$ cat src/inc/tsc_pkg.sv
// shared constants, register map and state types of the touch scan scheduler
`default_nettype none

package tsc_pkg;

  // clock and timebase
  localparam int CLK_MHZ       = 10;                   // system clock rate
  localparam int TICK_US       = 10;                   // timebase tick period
  localparam int TICK_CYCLES   = TICK_US * CLK_MHZ;    // clocks per tick
  localparam int CAL_LIMIT_MS  = 600;                  // longest recalibration window
  localparam int CAL_TICKS     = CAL_LIMIT_MS * 1000 / TICK_US;

  // sample durations in microseconds, by code
  localparam int SAMP_US_0     = 320;
  localparam int SAMP_US_1     = 640;
  localparam int SAMP_US_2     = 1280;
  localparam int SAMP_US_3     = 2560;

  // cycle durations in milliseconds, by code
  localparam int CYC_MS_0      = 35;
  localparam int CYC_MS_1      = 70;
  localparam int CYC_MS_2      = 105;
  localparam int CYC_MS_3      = 140;

  // widths
  localparam int AW            = 8;                    // register address
  localparam int DW            = 8;                    // register data
  localparam int NCH           = 8;                    // touch inputs
  localparam int MW            = 16;                   // measurement value
  localparam int TRW           = 10;                   // offset trim value
  localparam int CHW           = 3;                    // channel index

  // register offsets
  localparam logic [7:0] ADDR_IRQ_STATUS = 8'h03;      // sticky events, read only
  localparam logic [7:0] ADDR_IRQ_CLEAR  = 8'h04;      // write one to clear, write only
  localparam logic [7:0] ADDR_SAMP_EN    = 8'h21;      // sampling enable per input
  localparam logic [7:0] ADDR_AVG_CFG    = 8'h24;      // averaging and sampling config
  localparam logic [7:0] ADDR_RECAL      = 8'h26;      // recalibration trigger
  localparam logic [7:0] ADDR_IRQ_MASK   = 8'h27;      // touch interrupt mask
  localparam logic [3:0] ADDR_TRIM_HI    = 4'h4;       // 0x40..0x4f trim readout window

  // reset values
  localparam logic [7:0] RST_SAMP_EN     = 8'hff;
  localparam logic [7:0] RST_AVG_CFG     = 8'h39;
  localparam logic [7:0] RST_RECAL       = 8'h00;
  localparam logic [7:0] RST_IRQ_MASK    = 8'hff;

  // field positions inside the averaging config
  localparam int AVG_LSB       = 4;
  localparam int SAMP_LSB      = 2;
  localparam int CYC_LSB       = 0;
  localparam int TRIM_LO_W     = 2;                    // trim bits below the high byte

  // scan and calibration states
  typedef enum logic [1:0] {
    S_START = 2'h0,
    S_SEEK  = 2'h1,
    S_SAMP  = 2'h2,
    S_IDLE  = 2'h3
  } tsc_scan_t;

  typedef enum logic {
    C_IDLE = 1'h0,
    C_RUN  = 1'h1
  } tsc_cal_t;

  // ticks per sample
  function automatic logic [8:0] samp_ticks(input logic [1:0] code);
    case (code)
      2'h0:    samp_ticks = 9'(SAMP_US_0 / TICK_US);
      2'h1:    samp_ticks = 9'(SAMP_US_1 / TICK_US);
      2'h2:    samp_ticks = 9'(SAMP_US_2 / TICK_US);
      default: samp_ticks = 9'(SAMP_US_3 / TICK_US);
    endcase
  endfunction

  // ticks per scan cycle
  function automatic logic [18:0] cyc_ticks(input logic [1:0] code);
    case (code)
      2'h0:    cyc_ticks = 19'(CYC_MS_0 * 1000 / TICK_US);
      2'h1:    cyc_ticks = 19'(CYC_MS_1 * 1000 / TICK_US);
      2'h2:    cyc_ticks = 19'(CYC_MS_2 * 1000 / TICK_US);
      default: cyc_ticks = 19'(CYC_MS_3 * 1000 / TICK_US);
    endcase
  endfunction

  // index of the last sample of a channel, power of two minus one
  function automatic logic [6:0] avg_last(input logic [2:0] code);
    avg_last = 7'((8'h01 << code) - 8'h01);
  endfunction

endpackage

`default_nettype wire

$ cat src/tsc_tick.sv
// fixed timebase: one-clock tick every tick_cycles clocks
`default_nettype none

module tsc_tick #(
  parameter int unsigned TICK_CYCLES = tsc_pkg::TICK_CYCLES
) (
  // clock and reset
  input  wire logic clk,
  input  wire logic rst,
  // tick out
  output var  logic tick
);
  import tsc_pkg::*;

  localparam logic [15:0] LAST = 16'(TICK_CYCLES - 1);   // terminal count

  typedef struct packed {
    logic [15:0] cnt;                                    // clocks into this tick
    logic        tick;                                   // registered pulse
  } tsc_tick_st_t;

  tsc_tick_st_t q;
  tsc_tick_st_t next_q;

  // one timebase for every duration so each is an exact tick count
  always_comb begin
    next_q = q;
    next_q.tick = 1'b0;
    if (q.cnt >= LAST) begin // RULE_17
      next_q.cnt  = 16'h0000;
      next_q.tick = 1'b1;
    end else begin
      next_q.cnt = q.cnt + 16'h0001;
    end
  end

  // state register
  always_ff @(posedge clk or posedge rst) begin
    if (rst) begin
      q <= '0;
    end else begin
      q <= next_q;
    end
  end

  assign tick = q.tick;

endmodule

`default_nettype wire

$ cat src/tsc_sync.sv
// two-flop synchroniser for pad inputs
`default_nettype none

module tsc_sync #(
  parameter int W = tsc_pkg::NCH
) (
  // clock and reset
  input  wire logic         clk,
  input  wire logic         rst,
  // async in, synced out
  input  wire logic [W-1:0] d,
  output var  logic [W-1:0] q
);
  import tsc_pkg::*;

  typedef struct packed {
    logic [W-1:0] meta;                                  // first stage, read only by second
    logic [W-1:0] sync;                                  // second stage
  } tsc_sync_st_t;

  tsc_sync_st_t s;
  tsc_sync_st_t next_s;

  // shift through both stages
  always_comb begin
    next_s      = s;
    next_s.meta = d;
    next_s.sync = s.meta;
  end

  // state register
  always_ff @(posedge clk or posedge rst) begin
    if (rst) begin
      s <= '0;
    end else begin
      s <= next_s;
    end
  end

  assign q = s.sync;

endmodule

`default_nettype wire

$ cat src/tsc_top.sv
// touch scan scheduler with recalibration triggers and masked touch interrupt
//
// Summary of operation
// RULE_01: samples per channel are two to avg code
// RULE_02: channel samples back to back, then averaged
// RULE_03: sample length chosen by two-bit code
// RULE_04: cycle length chosen by two-bit code
// RULE_05: sample enabled inputs first, then idle low power
// RULE_06: averaging overruns lengthen the cycle
// RULE_07: settings govern scanning in full active state
// RULE_08: averaging config resets to 39h
// RULE_09: trigger bit recalibrates input, cleared on success
// RULE_10: recalibrating input blocks presses, base invalid
// RULE_11: press during recalibration invalidates it
// RULE_12: finished recalibration updates ten-bit trim
// RULE_13: bits 0 to 7 map inputs 1 to 8
// RULE_14: touch or release interrupts only when unmasked
// RULE_15: masked touches still set status bit
// RULE_16: only enabled inputs measured, fixed cycle length
// RULE_17: all durations from one timebase tick
//
// Decided for this implementation: strobed register access.
`default_nettype none

module tsc_top #(
  parameter int unsigned TICK_CYCLES = tsc_pkg::TICK_CYCLES,
  parameter int unsigned CAL_TICKS   = tsc_pkg::CAL_TICKS
) (
  // clock and reset
  input  wire logic                     clk,
  input  wire logic                     rst,
  // register port
  input  wire logic [tsc_pkg::AW-1:0]   reg_addr,
  input  wire logic [tsc_pkg::DW-1:0]   reg_wdata,
  input  wire logic                     reg_wr,
  input  wire logic                     reg_rd,
  output var  logic [tsc_pkg::DW-1:0]   reg_rdata,
  // power state
  input  wire logic                     full_active,
  output var  logic                     low_power,
  // measurement front end
  input  wire logic [tsc_pkg::MW-1:0]   meas_value,
  output var  logic                     meas_active,
  output var  logic [tsc_pkg::CHW-1:0]  meas_channel,
  output var  logic                     result_valid,
  output var  logic [tsc_pkg::CHW-1:0]  result_channel,
  output var  logic [tsc_pkg::MW-1:0]   result_value,
  // touch detection
  input  wire logic [tsc_pkg::NCH-1:0]  pad_press,
  input  wire logic [tsc_pkg::NCH-1:0]  touch_event,
  input  wire logic [tsc_pkg::NCH-1:0]  release_event,
  input  wire logic                     release_irq_en,
  // recalibration front end
  input  wire logic                     cal_done,
  input  wire logic [tsc_pkg::TRW-1:0]  cal_trim,
  output var  logic                     cal_active,
  output var  logic [tsc_pkg::CHW-1:0]  cal_channel,
  output var  logic                     cal_abort,
  output var  logic [tsc_pkg::NCH-1:0]  base_invalid,
  // interrupt
  output var  logic                     irq
);
  import tsc_pkg::*;

  localparam logic [15:0] CAL_LAST = 16'(CAL_TICKS - 1); // last tick of the window

  typedef struct packed {
    logic [7:0]             samp_en;    // sampling enable per input
    logic [7:0]             cfg;        // averaging, sample and cycle codes
    logic [7:0]             recal;      // recalibration triggers
    logic [7:0]             mask;       // interrupt mask
    logic [7:0]             status;     // sticky touch events
    logic [NCH-1:0][TRW-1:0] trim;      // offset trim per input
    logic [7:0]             rdata;      // read data
    logic                   irq;        // interrupt level
    tsc_scan_t              scan_st;    // scan sequencer
    logic [2:0]             avg_l;      // cycle-latched averaging code
    logic [1:0]             samp_l;     // cycle-latched sample code
    logic [1:0]             cyc_l;      // cycle-latched cycle code
    logic [2:0]             ch;         // current channel
    logic [6:0]             smp;        // sample index in channel
    logic [8:0]             tcnt;       // ticks into sample
    logic [18:0]            cyc_cnt;    // ticks into cycle
    logic [18:0]            ch_ticks;   // ticks spent on channel
    logic [22:0]            acc;        // sample accumulator
    logic                   meas_active;
    logic                   low_power;
    logic                   res_valid;
    logic [2:0]             res_ch;
    logic [15:0]            res_val;
    tsc_cal_t               cal_st;     // recalibration sequencer
    logic [2:0]             cal_ch;
    logic [15:0]            cal_cnt;    // ticks into recalibration
    logic [7:0]             cal_block;  // presses suppressed, base invalid
    logic                   cal_abort;
  } tsc_st_t;

  tsc_st_t q;
  tsc_st_t next_q;

  logic [NCH-1:0] press_s;              // synchronised pad presses
  logic           tick;                 // timebase pulse
  logic [7:0]     ev;                   // qualified interrupt events
  logic [7:0]     clr_w;                // status clear from software
  logic [7:0]     recal_set;            // trigger ones from software
  logic [7:0]     recal_clr;            // trigger clear from hardware
  logic [2:0]     pick;                 // lowest pending trigger
  logic [22:0]    sum;                  // accumulator plus last sample

  // timebase
  tsc_tick #(
    .TICK_CYCLES (TICK_CYCLES)
  ) u_tick (
    .clk  (clk),
    .rst  (rst),
    .tick (tick)
  );

  // pad press pins into clock domain
  tsc_sync #(
    .W (NCH)
  ) u_sync (
    .clk (clk),
    .rst (rst),
    .d   (pad_press),
    .q   (press_s)
  );

  // next state of everything
  always_comb begin
    next_q    = q;
    ev        = 8'h00;
    clr_w     = 8'h00;
    recal_set = 8'h00;
    recal_clr = 8'h00;
    pick      = 3'h0;
    sum       = q.acc + 23'(meas_value);
    next_q.res_valid = 1'b0;
    next_q.cal_abort = 1'b0;
    next_q.rdata     = 8'h00;

    // register writes; unmapped addresses ignored
    if (reg_wr) begin
      case (reg_addr)
        ADDR_SAMP_EN:   next_q.samp_en = reg_wdata;
        ADDR_AVG_CFG:   next_q.cfg = reg_wdata;
        ADDR_RECAL:     recal_set = reg_wdata;
        ADDR_IRQ_MASK:  next_q.mask = reg_wdata;
        ADDR_IRQ_CLEAR: clr_w = reg_wdata;
        default: ;
      endcase
    end

    // register reads, zero for unmapped
    if (reg_rd) begin
      case (reg_addr)
        ADDR_IRQ_STATUS: next_q.rdata = q.status;
        ADDR_SAMP_EN:    next_q.rdata = q.samp_en;
        ADDR_AVG_CFG:    next_q.rdata = q.cfg;
        ADDR_RECAL:      next_q.rdata = q.recal;
        ADDR_IRQ_MASK:   next_q.rdata = q.mask;
        default: begin
          // trim window: even address high byte, odd low bits
          if (reg_addr[7:4] == ADDR_TRIM_HI) begin
            if (reg_addr[0]) begin
              next_q.rdata = {6'h00, q.trim[reg_addr[3:1]][TRIM_LO_W-1:0]};
            end else begin
              next_q.rdata = q.trim[reg_addr[3:1]][TRW-1:TRIM_LO_W];
            end
          end
        end
      endcase
    end

    // scan cycle timer runs in every state but the start
    if (tick && q.scan_st != S_START) begin
      next_q.cyc_cnt = q.cyc_cnt + 19'h0_0001;
    end

    // scan sequencer
    unique case (q.scan_st)
      S_START: begin
        // wait for full active, then latch settings for the cycle
        if (full_active) begin // RULE_07
          next_q.avg_l     = q.cfg[AVG_LSB+:3];
          next_q.samp_l    = q.cfg[SAMP_LSB+:2];
          next_q.cyc_l     = q.cfg[CYC_LSB+:2];
          next_q.cyc_cnt   = 19'h0_0000;
          next_q.ch        = 3'h0;
          next_q.low_power = 1'b0;
          next_q.scan_st   = S_SEEK;
        end
      end
      S_SEEK: begin
        // skip disabled inputs without spending time on them
        if (q.samp_en[q.ch]) begin // RULE_16
          next_q.smp         = 7'h00;
          next_q.tcnt        = 9'h000;
          next_q.acc         = 23'h00_0000;
          next_q.ch_ticks    = 19'h0_0000;
          next_q.meas_active = 1'b1;
          next_q.scan_st     = S_SAMP;
        end else if (q.ch == 3'h7) begin
          next_q.low_power = 1'b1;
          next_q.scan_st   = S_IDLE;
        end else begin
          next_q.ch = q.ch + 3'h1;
        end
      end
      S_SAMP: begin
        // samples of one channel back to back
        if (tick) begin
          next_q.ch_ticks = q.ch_ticks + 19'h0_0001;
          if (q.tcnt + 9'h001 == samp_ticks(q.samp_l)) begin // RULE_03
            next_q.tcnt = 9'h000;
            next_q.acc  = sum;
            if (q.smp == avg_last(q.avg_l)) begin // RULE_01
              // average by shifting, then move on
              next_q.res_valid   = 1'b1; // RULE_02
              next_q.res_ch      = q.ch;
              next_q.res_val     = 16'(sum >> q.avg_l);
              next_q.meas_active = 1'b0;
              if (q.ch == 3'h7) begin
                next_q.low_power = 1'b1;
                next_q.scan_st   = S_IDLE;
              end else begin
                next_q.ch      = q.ch + 3'h1;
                next_q.scan_st = S_SEEK;
              end
            end else begin
              next_q.smp = q.smp + 7'h01;
            end
          end else begin
            next_q.tcnt = q.tcnt + 9'h001;
          end
        end
      end
      S_IDLE: begin
        // low power for the rest of the cycle; overrun cycles end at once
        if (q.cyc_cnt >= cyc_ticks(q.cyc_l)) begin // RULE_04 RULE_05 RULE_06
          next_q.scan_st = S_START;
        end
      end
    endcase

    // lowest pending trigger wins
    for (int i = NCH - 1; i >= 0; i--) begin
      if (q.recal[i]) begin // RULE_13
        pick = 3'(i);
      end
    end

    // recalibration sequencer
    unique case (q.cal_st)
      C_IDLE: begin
        if (q.recal != 8'h00) begin // RULE_09
          next_q.cal_ch          = pick;
          next_q.cal_cnt         = 16'h0000;
          next_q.cal_block       = 8'h00;
          next_q.cal_block[pick] = 1'b1; // RULE_10
          next_q.cal_st          = C_RUN;
        end
      end
      C_RUN: begin
        if (press_s[q.cal_ch]) begin
          // press on the pad spoils the run; start it again
          next_q.cal_abort = 1'b1; // RULE_11
          next_q.cal_cnt   = 16'h0000;
        end else if (cal_done) begin
          next_q.trim[q.cal_ch]  = cal_trim; // RULE_12
          recal_clr[q.cal_ch]    = 1'b1; // RULE_09
          next_q.cal_block       = 8'h00;
          next_q.cal_st          = C_IDLE;
        end else if (tick) begin
          if (q.cal_cnt >= CAL_LAST) begin // RULE_10
            // window over without success; trigger stays for a retry
            next_q.cal_abort = 1'b1;
            next_q.cal_block = 8'h00;
            next_q.cal_st    = C_IDLE;
          end else begin
            next_q.cal_cnt = q.cal_cnt + 16'h0001;
          end
        end
      end
    endcase

    // trigger: software set wins over hardware clear
    next_q.recal = (q.recal & ~recal_clr) | recal_set;

    // touch, or release if allowed, on an input not recalibrating
    ev = (touch_event | (release_event & {NCH{release_irq_en}})) & ~q.cal_block; // RULE_10
    // status records every event, the mask only gates the pin
    next_q.status = (q.status & ~clr_w) | ev; // RULE_15
    next_q.irq    = |(next_q.status & next_q.mask); // RULE_14
  end

  // state register
  always_ff @(posedge clk or posedge rst) begin
    if (rst) begin
      q         <= '0;
      q.samp_en <= RST_SAMP_EN;
      q.cfg     <= RST_AVG_CFG; // RULE_08
      q.recal   <= RST_RECAL;
      q.mask    <= RST_IRQ_MASK;
      q.scan_st <= S_START;
      q.cal_st  <= C_IDLE;
    end else begin
      q <= next_q;
    end
  end

  // outputs straight from state
  assign reg_rdata      = q.rdata;
  assign low_power      = q.low_power;
  assign meas_active    = q.meas_active;
  assign meas_channel   = q.ch;
  assign result_valid   = q.res_valid;
  assign result_channel = q.res_ch;
  assign result_value   = q.res_val;
  assign cal_active     = q.cal_st == C_RUN;
  assign cal_channel    = q.cal_ch;
  assign cal_abort      = q.cal_abort;
  assign base_invalid   = q.cal_block;
  assign irq            = q.irq;

  // channel time equals sample count times sample length
  samp_total_a: assert property (@(posedge clk) disable iff (rst) // RULE_01
    q.res_valid |-> q.ch_ticks == 19'(({12'h000, avg_last(q.avg_l)} + 19'h0_0001) * samp_ticks(q.samp_l)))
    else $error("channel sampling time wrong");

  // result is the accumulated sum shifted by the averaging code
  avg_result_a: assert property (@(posedge clk) disable iff (rst) // RULE_02
    q.scan_st == S_SAMP && tick && q.tcnt + 9'h001 == samp_ticks(q.samp_l) && q.smp == avg_last(q.avg_l)
    |=> q.res_valid && q.res_val == 16'($past(sum) >> $past(q.avg_l)))
    else $error("averaged result wrong");

  // new cycle only after the programmed period has run out
  cycle_len_a: assert property (@(posedge clk) disable iff (rst) // RULE_04
    q.scan_st == S_START && $past(q.scan_st) == S_IDLE |-> $past(q.cyc_cnt) >= cyc_ticks(q.cyc_l))
    else $error("scan cycle ended early");

  // low power only in S_IDLE or S_START, never while measuring
  idle_power_a: assert property (@(posedge clk) disable iff (rst) // RULE_05
    q.low_power |-> q.scan_st != S_SAMP && !q.meas_active)
    else $error("low power while sampling");

  // overrun cycle restarts with no idle time
  cycle_ext_a: assert property (@(posedge clk) disable iff (rst) // RULE_06
    q.scan_st == S_IDLE && q.cyc_cnt >= cyc_ticks(q.cyc_l) |=> q.scan_st == S_START)
    else $error("extended cycle did not restart");

  // no scan cycle starts outside full active
  active_gate_a: assert property (@(posedge clk) disable iff (rst) // RULE_07
    q.scan_st == S_START && !full_active |=> q.scan_st == S_START)
    else $error("scan started while not fully active");

  // config reset value
  cfg_reset_a: assert property (@(posedge clk) disable iff (rst) // RULE_08
    $past(rst) |-> q.cfg == RST_AVG_CFG)
    else $error("config reset value wrong");

  // successful run clears its trigger unless software sets it again
  recal_clear_a: assert property (@(posedge clk) disable iff (rst) // RULE_09
    q.cal_st == C_RUN && cal_done && !press_s[q.cal_ch] && !(reg_wr && reg_addr == ADDR_RECAL)
    |=> !q.recal[$past(q.cal_ch)] && q.trim[$past(q.cal_ch)] == $past(cal_trim))
    else $error("trigger or trim not updated on completion");

  // presses blocked on the recalibrating input within the window
  cal_block_a: assert property (@(posedge clk) disable iff (rst) // RULE_10
    q.cal_st == C_RUN |-> q.cal_block[q.cal_ch] && q.cal_cnt <= CAL_LAST)
    else $error("recalibrating input not blocked");

  // press during a run aborts it in the next cycle
  press_abort_a: assert property (@(posedge clk) disable iff (rst) // RULE_11
    q.cal_st == C_RUN && press_s[q.cal_ch] |=> q.cal_abort && q.cal_cnt == 16'h0000)
    else $error("press did not invalidate recalibration");

  // masked event records status but leaves the pin low
  masked_touch_a: assert property (@(posedge clk) disable iff (rst) // RULE_15
    (ev & ~q.mask) != 8'h00 && (ev & q.mask) == 8'h00 && (q.status & q.mask) == 8'h00
    && !(reg_wr && reg_addr == ADDR_IRQ_MASK)
    |=> (q.status & $past(ev)) == $past(ev) && !q.irq)
    else $error("masked touch handled wrong");

  // pin high exactly while an unmasked status bit is set
  irq_level_a: assert property (@(posedge clk) disable iff (rst) // RULE_14
    q.irq == |(q.status & q.mask))
    else $error("interrupt pin disagrees with status");

  // disabled input takes no measurement time
  skip_off_a: assert property (@(posedge clk) disable iff (rst) // RULE_16
    q.scan_st == S_SEEK && !q.samp_en[q.ch] |=> !q.meas_active)
    else $error("disabled input measured");

endmodule

`default_nettype wire

$ cat config.mk
export PLATFORM = sky130hd
export DESIGN_NAME = tsc_top
export DESIGN_NICKNAME = d
export VERILOG_FILES = /design/src/inc/tsc_pkg.sv /design/src/tsc_tick.sv /design/src/tsc_sync.sv /design/src/tsc_top.sv
export SDC_FILE = /design/constraint.sdc
export NUM_CORES = 1
export LEC_CHECK = 0
export BUFFER_PORTS_ARGS = -buffer_cell sky130_fd_sc_hd__buf_4
export CORE_AREA = 2 2 181 183
export CTS_BUF_LIST = sky130_fd_sc_hd__clkbuf_2
export CTS_CLUSTER_DIAMETER = 80
export DETAILED_ROUTE_END_ITERATION = 10
export DIE_AREA = 0 0 183 185
export GPL_TIMING_DRIVEN = 0
export PLACE_DENSITY = 0.68
export SLEW_MARGIN = 0
export SYNTH_ARGS = -nofsm -noshare
export SYNTH_HDL_FRONTEND = slang
export SYNTH_HIERARCHICAL = 1
export SYNTH_SLANG_ARGS = --single-unit
$ cat constraint.sdc
create_clock -name clk -period 13.4 [get_ports clk]
set_clock_uncertainty 0.2 [all_clocks]
set_input_delay 4.02 -clock clk [delete_from_list [all_inputs] [get_ports clk]]
set_output_delay 4.02 -clock clk [all_outputs]
set_load 0.01 [all_outputs]
After elaboration in Yosys (flattened, before gate mapping)
Index checks and enable logic that the tools add are counted.

cells by class
  multiplexer cells = 90
  reductions and logical operators = 25
  shift operators = 2
  magnitude comparators = 9
  add/sub/neg operators = 9
  equality and inequality tests = 33
  bitwise operators = 13

operators with widths
  operator                                             number
  2-to-1 mux 8 bit                                     14
  2-to-1 mux 19 bit                                    5
  one-hot mux 43 bit (2 select lines)                  1
  bitwise mux 80 bit                                   1
  2-to-1 mux 16 bit                                    5
  2-to-1 mux 64 bit                                    1
  one-hot mux 24 bit (2 select lines)                  1
  2-to-1 mux 45 bit                                    1
  2-to-1 mux 43 bit                                    1
  one-hot mux 14 bit (3 select lines)                  1
  bitwise AND 8 bit                                    5
  one-hot mux 8 bit (5 select lines)                   1
  adder 19 x 1 -> 19 bit, second input constant        2
  2-to-1 mux 9 bit                                     4
  2-to-1 mux 3 bit                                     11
  adder 16 x 1 -> 16 bit, second input constant        2
  equality test 8 x 6 -> 1 bit, second input constant  4
  one-hot mux 16 bit (2 select lines)                  1
  binary-select mux 10 bit (select 3 bit)              1
  demux 10 bit (select 3 bit)                          1
  2-to-1 mux 10 bit                                    3
  2-to-1 mux 28 bit                                    1
  one-hot mux 9 bit (3 select lines)                   1
  2-to-1 mux 25 bit                                    1
  other kinds (51)                                     112

storage, ports and cells
  input bits = 73
  bits in registers = 302
  logic and storage cells = 220

Longest topological paths before layout
Gate-level depths: netlist of the first run.

  depth in word-level cells = 14
  mapped depth = 15
  gate-level depth less buffers = 12

Cells and area by module
Netlist of the first run, hierarchy kept.

by module, submodules not included
  module    instances  area each (um2)  cells an instance
  tsc_top   1          14481.4          1406
  tsc_tick  1          614.3            48
  tsc_sync  1          404.1            17

Worst setup path before layout of the first run
OpenSTA, ideal clock, no wires.

  kind = input-to-reg
  start = in meas_value[0] (netlist name)
  end = reg q, in the netlist result_value[9]
  stages = 11
  path slack = 6756 ps
  library setup time = 83 ps
  data required time = 13117 ps
  data arrival time = 6361 ps
  path through = ha_1 inv_1 fa_1 nor2b_1 o31a_1 o21ai_0 o21ai_0 xnor2_1 mux2_2 mux4_2 o21ai_0

on the way
  cells in the longest elaborated chain, start to end = 2

ends and longest elaborated chain
  what                          line            text
  start: declaration            tsc_top.sv:42   input wire logic [tsc_pkg::MW-1:0] meas_value,
  adder 23 x 16 -> 23 bit       tsc_top.sv:137  sum = q.acc + 23'(meas_value);
  right shift 23 x 3 -> 16 bit  tsc_top.sv:221  next_q.res_val = 16'(sum >> q.avg_l);
  end signal: assignment        tsc_top.sv:308  q <= next_q;
  end: declaration              tsc_top.sv:98   tsc_st_t q;

Every way passes these cells.
A chain may end at the register's enable or synchronous reset.

Worst setup path after layout of the first run
  start = in meas_value[3] (netlist name)
  end = reg q, in the netlist result_value[12]

The elaborated chain is that of the path after synthesis.

==> flow_summary.yaml, run 1 <==
synthesis:
  synth_warnings: 6
  yosysUniqueCellTypes: 83
  avgSynthCellArea_um2: 10.5
  synth_edf_count: 0
  ys_seq_elements: 283
  async_flop_share_pct: 100
  syn_area_um2: 15500
  yosysSeqAreaShare_pct: 45.9
  syn_inst: 1471
  synth_flop_cell: "dfrtp_1"
route:
  drt_iter0_drc: 693
  dr.pass1.iters: 5
  wl_per_cell_um: 17.9
  drtAntennaViolNets: 0
  drc: 0
  vias: 12200
  routed_wirelength_mm: 38.3
  drt-vias-per-instance: 5.68
timing:
  fin_crit_ns: 6.69
  worst_slack_ns: 6.71
  maxSlewViolCount: 0
  final-setup-viol-count: 0
  post-route-period-util_pct: 49.9
  max_freq_mhz: 150
  hold_violations: 0
  relSlewSlack_pct: 41.5
  hold_ws_ns: 0.142
  tns_ns: 0
  rsz0062_at_grt: "false"
  tightest_slew_ns: 0.875
grt:
  grt_overflow_total: 0
  grt_pass1_vias: 12200
  grt_pass1_wl_mm: 62.9
  grt.met1_usage_pct: 30.6
  busiest_layer: "met2"
  grt_antenna_before_repair: 1
  grtUsageTotal_pct: 23.3
  grt_max_degree: 103
  met2_usage_pct: 38.8
  grt_use_met3_pct: 4.29
hold_path:
  hold_path_depth: 0
  holdPathEnd: "u_sync/q[2]"
  hold_class: "reg -> reg"
  min_from: "u_sync/next_s[2]"
power:
  power_mw: 2.65
  power_density_nw_per_um2: 150
  power.leakage_nw: 8.10
  vdd_ir_drop_max_v: 0.0000867
layout:
  multi_input_area_um2: 7660
  drive_gt1_share_pct: 27.4
  fin_area_um2: 17700
  synthToLayoutAreaGrowth_pct: 14.2
  final_core_util_pct: 55.2
  regArea_um2: 7110
  final_cells: 2142
  nets: 1797
  fillers: 2898
clocking:
  post_cts_buffers: 0
  hold_buffers: 0
  insertion_delay_ns: 0.92
  path_clk_slew_ns: 0.11
  cts-root-buf: "clkbuf_2"
  clockBufferDepth: 3
  cts.sinks: 283
  cts_buffers: 77
  cts_tree: "done"
  htreeDepth: 3
  post_cts_resized: 0
setup_path:
  end_kind: "flop"
  r2r_start: "q[135]"
  regToRegSetupSlack_ns: 8.17
  rr_endpoint: "result_value[12]"
  cp-startpoint: "meas_value[3]"
  required_ns: 13.98
  r2r_cells: 14
  path_max_fanout: 5
  worstPathArrival_ns: 7.27
  critPathLaunchType: "input port"
  critPathKind: "in -> reg"
place:
  dp_hpwl_mm: 27.5
  pre_cts_ws_ns: 5.91
  dp_cells: 2005
  gp_congestion: 0.915
  dpl-instance-area_um2: 17000
  portBuffers: 116
floorplanning:
  start_util_pct: 48.4
  die_h_um: 185
  fp-row-count: 66
  die-area_um2: 33900
  chipWidth_um: 183
  core_um2: 32000
  boundaryPins: 120
flow_run:
  drv_cap: 0
outcome:
  status: "finished, final reports clean"
## Yosys cell counts, types with 7 or more instances
| library cell | n | share of area (%) |
|---|---|---|
| a211oi_1 | 10 | 0.48 |
| buf_2 | 9 | 0.29 |
| o21ai_0 | 111 | 3.6 |
| buf_1 | 14 | 0.34 |
| mux4_2 | 35 | 5.1 |
| nand4_1 | 20 | 0.81 |
| and3_1 | 12 | 0.48 |
| xnor2_1 | 17 | 0.96 |
| nor4_1 | 11 | 0.44 |
| xor2_1 | 31 | 1.8 |
| clkbuf_1 | 43 | 1.0 |
| a21o_1 | 9 | 0.44 |
| nor2b_1 | 12 | 0.48 |
| nor2_1 | 86 | 2.1 |
| and2_1 | 17 | 0.69 |
| nand2b_1 | 16 | 0.65 |
| mux2i_1 | 27 | 1.7 |
| a31oi_1 | 10 | 0.40 |
| a21oi_1 | 58 | 1.9 |
| nor3_1 | 32 | 1.0 |
| nand2_1 | 142 | 3.4 |
| o211ai_1 | 12 | 0.58 |
| a221oi_1 | 7 | 0.40 |
| nor3b_1 | 9 | 0.44 |
| ha_1 | 47 | 3.8 |
| buf_4 | 41 | 2.0 |
| inv_1 | 50 | 1.2 |
| or3_1 | 10 | 0.40 |
| nand3_1 | 39 | 1.3 |
| dfstp_2 | 20 | 3.4 |
| a22o_1 | 19 | 1.1 |
| mux2_2 | 111 | 8.1 |
| o31ai_1 | 9 | 0.44 |
| o21a_1 | 10 | 0.48 |
| dfrtp_1 | 263 | 42 |
## state kept, by name, indices dropped and copies added, names as in the netlist
signal / flops
irq: 1
result_channel: 3
result_value: 16
cal_abort: 1
u_sync/next_s: 8
meas_channel: 3
result_valid: 1
u_sync/q: 8
cal_active: 1
q: 203
meas_active: 1
u_tick/tick: 1
reg_rdata: 8
u_tick/q: 16
base_invalid: 8
low_power: 1
cal_channel: 3
## layer usage
metal  vias to the layer above  part of all wire (%)
met3                        68                   5.6
met5                         -                     0
met2                       349                    48
li1                       5793                     -
met1                      5949                    44
met4                         0                   2.3
## cells in the final DEF (no fill, tap or decap), types with 6 or more instances in the layout
cell type / n
nand4_1: 20
o31ai_1: 9
nor3_1: 32
a22o_1: 19
nand2_1: 142
dfrtp_1: 263
o21ai_0: 111
a211oi_1: 10
or3_1: 10
a21oi_1: 58
nor4_1: 11
and2_1: 17
a31oi_1: 10
and3_1: 12
nor2_1: 86
nand2b_1: 16
nor3b_1: 9
o21a_1: 10
conb_1: 9
nand3_1: 39
a21o_1: 9
clkinv_1: 14
mux4_2: 35
a211o_1: 6
mux2_2: 111
o211ai_1: 12
buf_4: 157
xnor2_1: 17
xor2_1: 31
mux2i_1: 27
inv_1: 49
nor2b_1: 12
buf_1: 14
dfstp_2: 20
clkbuf_1: 43
a221oi_1: 7
clkbuf_2: 118
ha_1: 47
buf_2: 9
## worst max-delay path by stage
| stage | to | slack (ns) | depth (start not counted) |
|---|---|---|---|
| floorplan | base_invalid[0] | 2.34 | 1 |
| global placement | q[59] | -0.56 | 2 |
| detailed placement | result_value[12] | 5.91 | 10 |
| CTS | result_value[12] | 6.81 | 10 |
| global route | result_value[12] | 6.51 | 12 |
| finish | result_value[12] | 6.71 | 10 |
## layout make-up
type / instances / share of cell area, %
Antenna cell: 1 / 0.0141
Buffer: 107 / 3.20
Clock buffer: 118 / 3.34
Clock inverter: 18 / 0.721
Inverter: 53 / 1.17
Multi-Input combinational cell: 1036 / 43.3
Sequential cell: 283 / 40.2
Tap cell: 408 / 2.89
Timing Repair Buffer: 118 / 5.23
## critical path, cell delays in order
cell	delay (ns)
buf_4	0.11
ha_1	0.33
and2_1	0.18
nand3_1	0.17
a211oi_1	0.68
nor4_1	0.13
nor3b_1	0.61
mux2i_1	0.22
a2111oi_0	0.72
nor3b_1	0.10
## kinds of logic after synthesis
| group | Yosys count | synth area share (%) |
|---|---|---|
| AO/OA/AOI/OAI | 322 | 13.9 |
| XOR/XNOR | 48 | 2.71 |
| adder cells (fa/ha/maj) | 48 | 3.92 |
| buffers and inverters | 160 | 4.94 |
| flip-flops | 283 | 45.9 |
| multiplexers | 173 | 14.9 |
| other | 1 | 0.0242 |
| AND/OR/NAND/NOR | 436 | 13.8 |
## power by group
group	total (mW)	internal, mW	switching [mW]	leakage [nW]
combinational	0.842	0.403	0.439	4.09
sequential	1.17	1.04	0.129	3.46
clock	0.635	0.270	0.365	0.549
total	2.65	1.72	0.933	8.10
(Power assumes the default switching activity.)
==> run 2: changes to the inputs <==
--- a/config.mk
+++ b/config.mk
@@ -12,7 +12,7 @@
 export DETAILED_ROUTE_END_ITERATION = 10
 export DIE_AREA = 0 0 183 185
 export GPL_TIMING_DRIVEN = 0
-export PLACE_DENSITY = 0.68
+export PLACE_DENSITY = 0.7
 export SLEW_MARGIN = 0
 export SYNTH_ARGS = -nofsm -noshare
 export SYNTH_HDL_FRONTEND = slang
==> constraint.sdc (replaced) <==
create_clock -name clk -period 5.7 [get_ports clk]
set_clock_uncertainty 0.2 [all_clocks]
set_input_delay 1.71 -clock clk [delete_from_list [all_inputs] [get_ports clk]]
set_output_delay 1.71 -clock clk [all_outputs]
set_load 0.01 [all_outputs]
==> flow_summary.yaml, run 2 (synthesis gave the netlist of run 1 again) <==
floorplanning:
  boundaryPins: 120
  chipWidth_um: 183
  start_util_pct: 48.4
  core_um2: 32000
  die_h_um: 185
  die-area_um2: 33900
  fp-row-count: 66
hold_path:
  hold_class: "reg -> reg"
  hold_path_depth: 0
clocking:
  cts_buffers: 77
  post_cts_resized: 0
  post_cts_buffers: 0
  cts-root-buf: "clkbuf_2"
  cts.sinks: 283
  clockBufferDepth: 3
  path_clk_slew_ns: 0.10
  insertion_delay_ns: 0.91
  htreeDepth: 3
  cts_tree: "done"
  hold_buffers: 0
place:
  pre_cts_ws_ns: 0.516
  dp_hpwl_mm: 27.8
  portBuffers: 116
  gp_congestion: 0.901
power:
  power_density_nw_per_um2: 352
  vdd_ir_drop_max_v: 0.000225
  power.leakage_nw: 8.14
route:
  drt_iter0_drc: 676
  drc: 0
  dr.pass1.iters: 5
  drt-vias-per-instance: 5.66
  routed_wirelength_mm: 38.0
  wl_per_cell_um: 17.7
  vias: 12200
  drtAntennaViolNets: 0
timing:
  hold_violations: 0
  post-route-period-util_pct: 91.8
  worst_slack_ns: 0.469
  maxSlewViolCount: 0
  final-setup-viol-count: 0
  tightest_slew_ns: 0.996
  max_freq_mhz: 191
  rsz0062_at_grt: "false"
  relSlewSlack_pct: 33.4
  fin_crit_ns: 5.23
  tns_ns: 0
layout:
  final_common_cell: "dfrtp_1"
  drive_gt1_share_pct: 27.6
  synthToLayoutAreaGrowth_pct: 14.8
  final_cell_mix: "dfrtp_1 (263), buf_4 (157), nand2_1 (142)"
  nets: 1802
  top_register: "q"
  fillers: 2820
  largest_reg_flops: 203
setup_path:
  cpPeakStageDelay_ns: 0.59
  worstPathArrival_ns: 5.78
  r2r_cells: 14
  crit_family: "compound AO/OA/AOI/OAI gates"
  slowest_stage: "a2111oi_0"
  critPathLaunchType: "flop"
  path_cells: "buf_1 -> inv_2 -> clkbuf_1 -> nor2_1 -> nand2_1 -> ha_1 -> or3b_1 -> a21oi_1 -> o21ai_0 -> a2111oi_4 -> nand4_1 -> buf_2 -> a2111oi_0 -> nor3b_1"
  end_kind: "flop"
  path_max_fanout: 10
  required_ns: 6.25
  critPathBufInv: 4
  critPathKind: "reg -> reg"
  crit_cells: 14
grt:
  grt_antenna_before_repair: 2
  grt_max_degree: 43
  grt_pass1_wl_mm: 62.2
  grtUsageTotal_pct: 23.0
  grt_overflow_total: 0
  grt_pass1_vias: 12100
flow_run:
  drv_cap: 0
outcome:
  status: "finished, final reports clean"
-- run 2: changes by cell type in the layout (fill, tap and decap cells not counted) --
cell        delta
buf_12         +7
clkinv_2       -2
clkinvlp_4     +2
clkbuf_2       -2
clkinv_4       +1
buf_16         -2
inv_6          +3
inv_8          -1
diode_2        +1
-- run 2: per-stage QoR --
step	total power [mW]	hold WS [ns]	instances	util (%)	area, µm²
2_1_floorplan	4.16	0.131	1479	-	15500
3_3_place_gp	4.67	0.132	2003	52.8	16900
3_5_place_dp	4.75	0.136	2010	53.2	17100
4_1_cts	6.30	0.151	2147	55.5	17800
5_1_grt	6.68	0.161	2149	55.6	17800
6_report	6.26	0.143	2149	55.6	17800
-- run 2: cell type report --
| type | count | area, µm² | share of cell area, % |
|---|---|---|---|
| well taps | 408 | 510 | 2.87 |
| inverters | 53 | 203 | 1.14 |
| clock inverters | 21 | 160 | 0.900 |
| clock buffers | 116 | 581 | 3.26 |
| diodes | 2 | 5.00 | 0.0281 |
| flip-flops and latches | 283 | 7110 | 39.9 |
| plain buffers | 107 | 567 | 3.18 |
| multi-input cells | 1036 | 7660 | 43.0 |
| repair buffers | 123 | 1010 | 5.68 |
-- run 2: worst reg2reg max path, delay by kind of cell, from the launching register on --
family | cells | cell delay [ns]
DFF | 1 | 0.45
and+or+nand+nor | 5 | 1.32
adders and majority gates | 1 | 0.27
buffers and inverters | 4 | 1.37
AOI/OAI and AO/OA | 4 | 1.54
-- run 2: metal layers --
layer  track usage [%]  routed length [µm]
met1              30.3               16700
met2              37.7               18300
met3              4.07                1870
met4              9.34                1150
met5                 0                  16
-- run 2: report_power, final --
group | internal, mW | switching [mW] | leakage, nW
logic | 0.955 | 1.04 | 4.12
registers | 2.45 | 0.294 | 3.46
clock network | 0.642 | 0.887 | 0.551
total | 4.05 | 2.22 | 8.14
-- run 2: worst paths after layout --
path                               endpoint  slack [ns]              from
min in group asynchronous       u_sync/q[7]        0.69               rst
max in group asynchronous            q[219]        3.20               rst
hold reg to reg                 u_sync/q[7]        0.14  u_sync/next_s[7]
setup reg to reg           result_value[12]        0.47            q[135]
hold / removal                  u_sync/q[7]        0.14  u_sync/next_s[7]
setup / recovery           result_value[12]        0.47            q[135]
